`config.mk`:
```
export PLATFORM = sky130hd
export DESIGN_NAME = bbj_exec
export DESIGN_NICKNAME = d
export VERILOG_FILES = /design/src/pkg/bbj_pkg.sv /design/src/rtl/bbj_exec.sv /design/src/rtl/bbj_cond_eval.sv
export SDC_FILE = /design/constraint.sdc
export NUM_CORES = 1
export LEC_CHECK = 0
export BUFFER_PORTS_ARGS = -buffer_cell sky130_fd_sc_hd__clkbuf_2
export CORE_MARGIN = 4
export CORE_UTILIZATION = 50
export DETAILED_ROUTE_END_ITERATION = 12
export GPL_TIMING_DRIVEN = 0
export PLACE_DENSITY = 0.86
export SYNTH_ARGS = -nofsm -noshare
export SYNTH_HDL_FRONTEND = slang
export SYNTH_HIERARCHICAL = 1
export SYNTH_SLANG_ARGS = --single-unit
```
`constraint.sdc`:
```
create_clock -name i_clock -period 5.1 [get_ports i_clock]
set_clock_uncertainty 0.05 [all_clocks]
set_input_delay 0.255 -clock i_clock [delete_from_list [all_inputs] [get_ports i_clock]]
set_output_delay 0.255 -clock i_clock [all_outputs]
set_load 0.05 [all_outputs]
```
`src/pkg/bbj_pkg.sv`:
```
/*
 Constants and carrier types for the jump and word move execution block.
 Assumes a 16-bit byte-addressed code space and 4-bit condition codes.
*/
package bbj_pkg;
   localparam logic [7:0] OPC_JUMP_BIT_SET_CLEAR = 8'hAA;
   localparam logic [7:0] OPC_JUMP_BIT_CLEAR_SET = 8'hBA;
   localparam logic [7:0] OPC_JUMP_BIT_SET = 8'h8A;
   localparam logic [7:0] OPC_JUMP_BIT_CLEAR = 8'h9A;
   localparam logic [7:0] OPC_JUMP_ABSOLUTE = 8'hEA;
   localparam logic [7:0] OPC_JUMP_INDIRECT_COND = 8'h9C;
   localparam logic [7:0] OPC_JUMP_INTER_SEGMENT = 8'hFA;
   localparam logic [7:0] OPC_WORD_MOVE_REG = 8'hF0;
   localparam logic [7:0] OPC_WORD_MOVE_IMM = 8'hE6;
   localparam logic [3:0] OPC_JUMP_RELATIVE_LOW = 4'hD;
   localparam logic [15:0] IP_RESET = 16'h0000;
   localparam logic [7:0] CODE_SEG_RESET = 8'h00;
   localparam logic [4:0] FLAGS_RESET = 5'h00;
   localparam int FLAG_N = 0;
   localparam int FLAG_C = 1;
   localparam int FLAG_V = 2;
   localparam int FLAG_Z = 3;
   localparam int FLAG_E = 4;
   localparam int PREDICT_BIT = 0;
   localparam int HINT_BIT = 1;
   localparam logic [15:0] LEN_SHORT = 16'h0002;
   localparam logic [15:0] LEN_LONG = 16'h0004;

   typedef struct packed {
      logic [7:0] opcode;
      logic [7:0] byte1;
      logic [7:0] byte2;
      logic [7:0] byte3;
   } bbj_insn_t;

   typedef struct packed {
      logic e;
      logic z;
      logic v;
      logic c;
      logic n;
   } bbj_flags_t;
endpackage : bbj_pkg

```
`src/rtl/bbj_exec.sv`:
```
/*
 Execution of conditional, segment and bit-test jumps plus word move.
 Assumes one decoded instruction per i_valid pulse, its address on i_insn_ip,
 the tested bit value and source words already fetched by the decode path.
*/
`timescale 1ns/100ps
`default_nettype none
// Functional notes
// - bit-modify jumps clear E, V, C; N gets old bit, Z its inverse.
// - opcode AA is jump-if-set-and-clear, four bytes, bit address and displacement.
// - absolute jump loads IP with 16-bit offset if condition holds, else next.
// - absolute jump prediction bit 0 means taken, 1 means not taken.
// - indirect jump loads IP from chosen word register when condition holds.
// - relative jump adds twice sign-extended displacement to next address.
// - inter-segment jump always loads IP; segment only when disable bit is 0.
// - jump-if-bit-clear branches by twice displacement when bit is 0.
// - jump-if-clear-and-set writes 1 to clear bit and branches.
// - bit-modify jumps update flags always; explicit status write wins.
// - word move copies 16-bit source to destination and sets flags.
module bbj_exec (
   input wire logic i_clock,
   input wire logic i_resetn,
   input wire logic i_valid,
   input wire bbj_pkg::bbj_insn_t i_insn,
   input wire logic [15:0] i_insn_ip,
   input wire logic i_bit_value,
   input wire logic [15:0] i_reg_word,
   input wire logic i_segmentation_disable,
   input wire logic i_psw_write,
   input wire logic [4:0] i_psw_data,
   output logic [15:0] o_instruction_pointer,
   output logic [7:0] o_code_segment_pointer,
   output bbj_pkg::bbj_flags_t o_flags,
   output logic o_branch_taken,
   output logic o_predict_taken,
   output logic o_prefetch_hint,
   output logic o_bit_write,
   output logic o_bit_write_value,
   output logic o_move_write,
   output logic [15:0] o_move_data,
   output logic o_unknown_opcode
);
   logic [15:0] ip_reg;
   logic [15:0] ip_next;
   logic [7:0] cseg_reg;
   logic [7:0] cseg_next;
   bbj_pkg::bbj_flags_t flags_reg;
   bbj_pkg::bbj_flags_t flags_next;
   logic taken_reg;
   logic predict_reg;
   logic hint_reg;
   logic bitw_reg;
   logic bitv_reg;
   logic movw_reg;
   logic [15:0] movd_reg;
   logic unk_reg;
   logic taken_next;
   logic bitw_next;
   logic bitv_next;
   logic movw_next;
   logic unk_next;

   wire logic [7:0] opc = i_insn.opcode;
   wire logic is_bsc = opc == bbj_pkg::OPC_JUMP_BIT_SET_CLEAR;
   wire logic is_bcs = opc == bbj_pkg::OPC_JUMP_BIT_CLEAR_SET;
   wire logic is_bs = opc == bbj_pkg::OPC_JUMP_BIT_SET;
   wire logic is_bc = opc == bbj_pkg::OPC_JUMP_BIT_CLEAR;
   wire logic is_abs = opc == bbj_pkg::OPC_JUMP_ABSOLUTE;
   wire logic is_ind = opc == bbj_pkg::OPC_JUMP_INDIRECT_COND;
   wire logic is_seg = opc == bbj_pkg::OPC_JUMP_INTER_SEGMENT;
   wire logic is_rel = opc[3:0] == bbj_pkg::OPC_JUMP_RELATIVE_LOW;
   wire logic is_movr = opc == bbj_pkg::OPC_WORD_MOVE_REG;
   wire logic is_movi = opc == bbj_pkg::OPC_WORD_MOVE_IMM;
   wire logic is_long = is_bsc | is_bcs | is_bs | is_bc | is_abs | is_seg | is_movi;
   wire logic [15:0] seq_ip = i_insn_ip + (is_long ? bbj_pkg::LEN_LONG : bbj_pkg::LEN_SHORT);
   // relative displacement is byte 1 for short form, byte 2 for bit jumps
   wire logic [7:0] disp = (is_rel & ~is_bsc & ~is_bcs) ? i_insn.byte1 : i_insn.byte2;
   wire logic [15:0] rel_target = seq_ip + {{7{disp[7]}}, disp, 1'b0};
   wire logic [15:0] long_operand = {i_insn.byte3, i_insn.byte2};
   // short relative form has its byte 1 taken by the displacement, so its condition rides in the opcode
   wire logic [3:0] cc_code = is_rel ? opc[7:4] : i_insn.byte1[7:4];
   logic cond_met;

   bbj_cond_eval u_cond (
      .i_code(cc_code),
      .i_flags(flags_reg),
      .o_met(cond_met)
   );

   wire logic rel_only = is_rel & ~is_bsc & ~is_bcs & ~is_movi;
   wire logic bit_modify = is_bsc | is_bcs;
   wire logic bit_branch = (is_bsc & i_bit_value) | (is_bcs & ~i_bit_value)
      | (is_bs & i_bit_value) | (is_bc & ~i_bit_value);
   wire logic [15:0] move_src = is_movi ? long_operand : i_reg_word;
   bbj_pkg::bbj_flags_t bit_flags;
   bbj_pkg::bbj_flags_t move_flags;

   always_comb
   begin
      bit_flags = flags_reg;
      bit_flags.e = 1'b0;
      bit_flags.v = 1'b0;
      bit_flags.c = 1'b0;
      bit_flags.n = i_bit_value;
      bit_flags.z = ~i_bit_value;
      move_flags = flags_reg;
      move_flags.e = move_src == 16'h8000;
      move_flags.z = move_src == 16'h0000;
      move_flags.n = move_src[15];
   end

   always_comb
   begin
      ip_next = ip_reg;
      cseg_next = cseg_reg;
      flags_next = flags_reg;
      taken_next = 1'b0;
      bitw_next = 1'b0;
      bitv_next = 1'b0;
      movw_next = 1'b0;
      unk_next = 1'b0;
      if (i_valid)
      begin
         ip_next = seq_ip;
         if (bit_modify | is_bs | is_bc)
         begin
            if (bit_branch)
            begin
               ip_next = rel_target;
               taken_next = 1'b1;
            end
            if (bit_modify)
            begin
               flags_next = bit_flags;
               bitw_next = bit_branch;
               bitv_next = is_bcs;
            end
         end
         else if (is_abs)
         begin
            if (cond_met)
            begin
               ip_next = long_operand;
               taken_next = 1'b1;
            end
         end
         else if (is_ind)
         begin
            if (cond_met)
            begin
               ip_next = i_reg_word;
               taken_next = 1'b1;
            end
         end
         else if (is_seg)
         begin
            ip_next = long_operand;
            taken_next = 1'b1;
            if (!i_segmentation_disable)
            begin
               cseg_next = i_insn.byte1;
            end
         end
         else if (is_movr | is_movi)
         begin
            flags_next = move_flags;
            movw_next = 1'b1;
         end
         else if (rel_only)
         begin
            if (cond_met)
            begin
               ip_next = rel_target;
               taken_next = 1'b1;
            end
         end
         else
         begin
            unk_next = 1'b1;
         end
      end
      if (i_psw_write)
      begin
         // explicit status write overrides implicit flag results
         flags_next = bbj_pkg::bbj_flags_t'(i_psw_data);
      end
   end

   always_ff @(posedge i_clock)
   begin
      if (!i_resetn)
      begin
         ip_reg <= bbj_pkg::IP_RESET;
         cseg_reg <= bbj_pkg::CODE_SEG_RESET;
         flags_reg <= bbj_pkg::bbj_flags_t'(bbj_pkg::FLAGS_RESET);
         taken_reg <= 1'b0;
         predict_reg <= 1'b0;
         hint_reg <= 1'b0;
         bitw_reg <= 1'b0;
         bitv_reg <= 1'b0;
         movw_reg <= 1'b0;
         movd_reg <= 16'h0000;
         unk_reg <= 1'b0;
      end
      else
      begin
         ip_reg <= ip_next;
         cseg_reg <= cseg_next;
         flags_reg <= flags_next;
         taken_reg <= taken_next;
         predict_reg <= i_valid & is_abs & ~i_insn.byte1[bbj_pkg::PREDICT_BIT];
         // hint is trusted from code generator, only forwarded to fetch
         hint_reg <= i_valid & is_abs & i_insn.byte1[bbj_pkg::HINT_BIT];
         bitw_reg <= bitw_next;
         bitv_reg <= bitv_next;
         movw_reg <= movw_next;
         movd_reg <= movw_next ? move_src : movd_reg;
         unk_reg <= unk_next;
      end
   end

   assign o_instruction_pointer = ip_reg;
   assign o_code_segment_pointer = cseg_reg;
   assign o_flags = flags_reg;
   assign o_branch_taken = taken_reg;
   assign o_predict_taken = predict_reg;
   assign o_prefetch_hint = hint_reg;
   assign o_bit_write = bitw_reg;
   assign o_bit_write_value = bitv_reg;
   assign o_move_write = movw_reg;
   assign o_move_data = movd_reg;
   assign o_unknown_opcode = unk_reg;
endmodule : bbj_exec
`default_nettype wire

```
`src/rtl/bbj_cond_eval.sv`:
```
/*
 Condition code evaluator for the jump execution block.
 Assumes the flags input is the current program status; purely combinational.
*/
`timescale 1ns/100ps
`default_nettype none
module bbj_cond_eval (
   input wire logic [3:0] i_code,
   input wire bbj_pkg::bbj_flags_t i_flags,
   output logic o_met
);
   // code map is a plain local choice; extended codes reuse the same table
   wire logic eq = i_flags.z;
   wire logic lt = i_flags.n ^ i_flags.v;
   always_comb
   begin
      case (i_code)
         4'h0: o_met = 1'b1;
         4'h1: o_met = ~i_flags.z;
         4'h2: o_met = eq;
         4'h3: o_met = ~i_flags.v;
         4'h4: o_met = i_flags.v;
         4'h5: o_met = ~i_flags.n;
         4'h6: o_met = i_flags.n;
         4'h7: o_met = ~i_flags.c;
         4'h8: o_met = i_flags.c;
         4'h9: o_met = ~i_flags.c & ~i_flags.z;
         4'hA: o_met = i_flags.c | i_flags.z;
         4'hB: o_met = ~lt & ~i_flags.z;
         4'hC: o_met = lt | i_flags.z;
         4'hD: o_met = ~lt;
         4'hE: o_met = lt;
         4'hF: o_met = i_flags.e;
         default: o_met = 1'b0;
      endcase
   end
endmodule : bbj_cond_eval
`default_nettype wire

```
==> impl_metrics.env <==
export IMPL_crit_required_ns=5.26
export IMPL_wire_per_inst_um=21.1
export IMPL_ys_async_sr_fraction_pct=0
export IMPL_synthFlopType="dfxtp_1"
export IMPL_grt_max_degree=16
export IMPL_p_per_area_mw_per_mm2=211
export IMPL_finalPower_mw=1.16
export IMPL_clockBufferDepth=2
export IMPL_fmax_mhz=205
export IMPL_drv_cap=0
export IMPL_hold_ws_ns=0.0963
export IMPL_tightest_slew_ns=0.999
export IMPL_globalplace_congestion=0.957
export IMPL_criticalPathCategory="primary input to register"
export IMPL_synthCells=592
export IMPL_setup_viol=0
export IMPL_drtIter0Drc=544
export IMPL_die_x_um=104
export IMPL_final_antenna_net_count=0
export IMPL_syn_nets=686
export IMPL_p_sw_share_pct=38.1
export IMPL_synth_top_cells_by_area="dfxtp_1 23%, mux2i_1 8.0%, nand2_1 7.8%, ha_1 4.6%, o21ai_0 3.8%"
export IMPL_crit_chain="clkbuf_2, and4bb_2, and2_1, clkbuf_1, buf_2, or3_1, inv_1, ha_1, inv_1, fa_1, nor2_1, xnor2_1, inv_1, ha_1, o21a_1, o21ai_0, a21oi_1, a311oi_2, or4_1, o211ai_1, mux2i_1, o21ai_1"
export IMPL_relSlewSlack_pct=32.9
export IMPL_grt_usage_pct=30.5
export IMPL_grt_first_pass_wirelength_um=27000
export IMPL_combPwrFrac_pct=37.3
export IMPL_p_sw_uw=443
export IMPL_io_buffers=124
export IMPL_cts_sinks=52
export IMPL_vias=5370
export IMPL_busiest_layer="met2"
export IMPL_ios=127
export IMPL_worst_path_most_repeated_cell="inv_1"
export IMPL_vias_per_cell=6.45
export IMPL_grt_overflow_total=0
export IMPL_period_needed_ns=4.89
export IMPL_grt_antenna_before_repair=0
export IMPL_clock_latency_ns=0.31
export IMPL_yosysTopAreaCell="dfxtp_1"
export IMPL_drive_gt1_share_pct=23.8
export IMPL_synth_area_mm2=0.00462
export IMPL_initial_core_util_pct=52.2
export IMPL_die_h_um=104
export IMPL_ys_types=78
export IMPL_rows=34
export IMPL_worstPathMaxFanout=10
export IMPL_irDropWorstVdd_mv=0.152
export IMPL_worstPathArrival_ns=5.04
export IMPL_gr_usage_met3_pct=4.97
export IMPL_end_kind="register"
export IMPL_intPower_uw=720
export IMPL_synth_top_area_share_pct=22.5
export IMPL_yosysWarnings=6
export IMPL_routed_wl_um=17600
export IMPL_clk_pin_slew_ns=0.10
export IMPL_core_mm2=0.00885
export IMPL_seq_power_share_pct=37.0
export IMPL_setup_tns_final_ns=0
export IMPL_grt_pass1_vias=5095
export IMPL_grt_use_met2_pct=50.9
export IMPL_avgSynthCellArea_um2=7.80
export IMPL_fin_crit_sh_pct=95.9
export IMPL_slew_violations=0
export IMPL_clkPwrFrac_pct=25.7
export IMPL_grt_use_met1_pct=40.6
export IMPL_hold_viol=0
export IMPL_hold_path_class="primary input to register"
export IMPL_drc=0
export IMPL_die_area_mm2=0.0108
export IMPL_area_growth_syn_to_layout_pct=19.4
export IMPL_slowest_stage="fa_1"
export IMPL_ys_ff_latch=52
export IMPL_ctsRootBufferMaster="clkbuf_8"
export IMPL_dr_pass1_iters=8
export IMPL_status="finished, final reports clean"
export IMPL_slowest_delay_ns=0.51
export IMPL_cts_buffers=5
export IMPL_fin_nets=817
export IMPL_synth_edf_count=0
export IMPL_htree_levels=2
export IMPL_start_kind="primary input"
export IMPL_n_antenna_cell=0
export IMPL_yosysSeqAreaShare_pct=22.5
export IMPL_leakagePower_nw=2.61
export IMPL_cts_tree="built"
export IMPL_hpwl_um=13800
-- kinds of logic (layout without fill, tap and decap cells) --
group,count (synthesis),count (layout),share of synthesized area [%]
adder cells (fa/ha/maj),19,19,5.47
flip-flops,52,52,22.5
buffers and inverters,51,183,4.82
AND/OR/NAND/NOR,238,238,27.4
XOR/XNOR,27,27,5.45
AO/OA/AOI/OAI,166,166,25.8
multiplexers,39,39,8.59
-- final cells by class --
type,count,area (µm²)
Clock buffer,6,72.6
Multi-Input combinational cell,489,3390
Fill cell,817,3330
Timing Repair Buffer,124,621
Inverter,16,60.1
Clock inverter,2,35.0
Sequential cell,52,1040
Tap cell,108,135
Buffer,35,164
-- path summary, 6_finish.rpt --
path,slack (ns),start,endpoint,cells after the start
worst max-delay path,0.21,i_insn[24],o_instruction_pointer[15],22
worst min-delay path,0.1,i_insn[16],o_predict_taken,2
worst max register to register,1.31,o_flags[0],o_instruction_pointer[15],12
worst min register to register,0.46,o_move_data[8],o_move_data[8],1
-- registers in the layout (all words and copies together) (netlist names) --
name and cells:
o_unknown_opcode 1, o_instruction_pointer 16, o_bit_write 1, o_predict_taken 1, o_flags 5, o_code_segment_pointer 8
o_move_write 1, o_branch_taken 1, o_bit_write_value 1, o_prefetch_hint 1, o_move_data 16
-- power groups by stage --
stage          Sequential, mW  Combinational [mW]  Clock [mW]
2_1_floorplan           0.482               0.241           0
3_3_place_gp            0.439               0.409           0
3_5_place_dp            0.440               0.418           0
4_1_cts                 0.430               0.420       0.298
5_1_grt                 0.432               0.465       0.316
6_report                0.431               0.434       0.299
-- cells in the final DEF, fill, tap and decap left out, types with 4 or more instances in the layout --
cell type,count
xor2_1,8
nand4_1,5
o211a_1,17
a221oi_1,7
clkbuf_8,5
a211o_1,6
ha_1,17
clkbuf_2,124
o221ai_1,4
a21o_1,6
nor2_1,36
a211oi_1,7
buf_2,11
nor2b_1,11
inv_1,16
o21ai_1,4
a21oi_1,25
nor4_1,11
nand2b_1,8
xnor2_1,16
a31oi_1,5
o211ai_1,7
mux2i_1,37
nand2_1,96
nand3_1,9
clkbuf_1,20
dfxtp_1,52
a22o_1,4
and3_1,10
and2_1,8
nor3_1,10
o22ai_1,7
o21ai_0,35
-- per-layer routing --
layer	vias to the layer above	wire length, µm
met4	0	459
li1	2456	-
met5	-	0
met2	346	8340
met1	2522	7200
met3	46	1560
-- timing repair --
action,4_1_cts,5_1_grt
endpoints found under the setup margin,1,4
hold buffers,0,0
gates resized for setup,2,5
pin swaps,0,1
setup buffers,0,0
-- through the flow --
step           cells  setup slack [ns]  area, µm²  util, %
2_1_floorplan    592             0.691       4620        -
3_3_place_gp     824            -0.339       5370     60.7
3_5_place_dp     824            -0.455       5370     60.7
4_1_cts          832            0.0950       5490     62.0
5_1_grt          832           -0.0323       5510     62.3
6_report         832             0.211       5510     62.3
-- worst max-delay path, delay by kind of cell --
kind | cells | cell delay, ns
mux | 1 | 0.23
compound gates | 6 | 0.91
fa+ha+maj | 3 | 1.07
buf+inv | 6 | 0.90
simple gates | 5 | 1.50
xor+xnor | 1 | 0.18
-- synth_stat cells (5+ instances only) --
master,n
nand4_1,5
nor4_1,11
buf_2,10
a21oi_1,26
nand2_1,96
o211a_1,17
a211oi_1,7
xnor2_1,16
ha_1,17
o211ai_1,7
xor2_1,9
nand3_1,9
a31oi_1,5
a221oi_1,7
and3_1,10
inv_1,16
o22ai_1,7
a211o_1,6
nor2_1,36
clkbuf_1,20
mux2i_1,37
and2_1,8
nand2b_1,8
o21ai_0,35
a21o_1,6
dfxtp_1,52
nor3_1,10
nor2b_1,12
No activity file was read; power rests on OpenSTA's default activity.
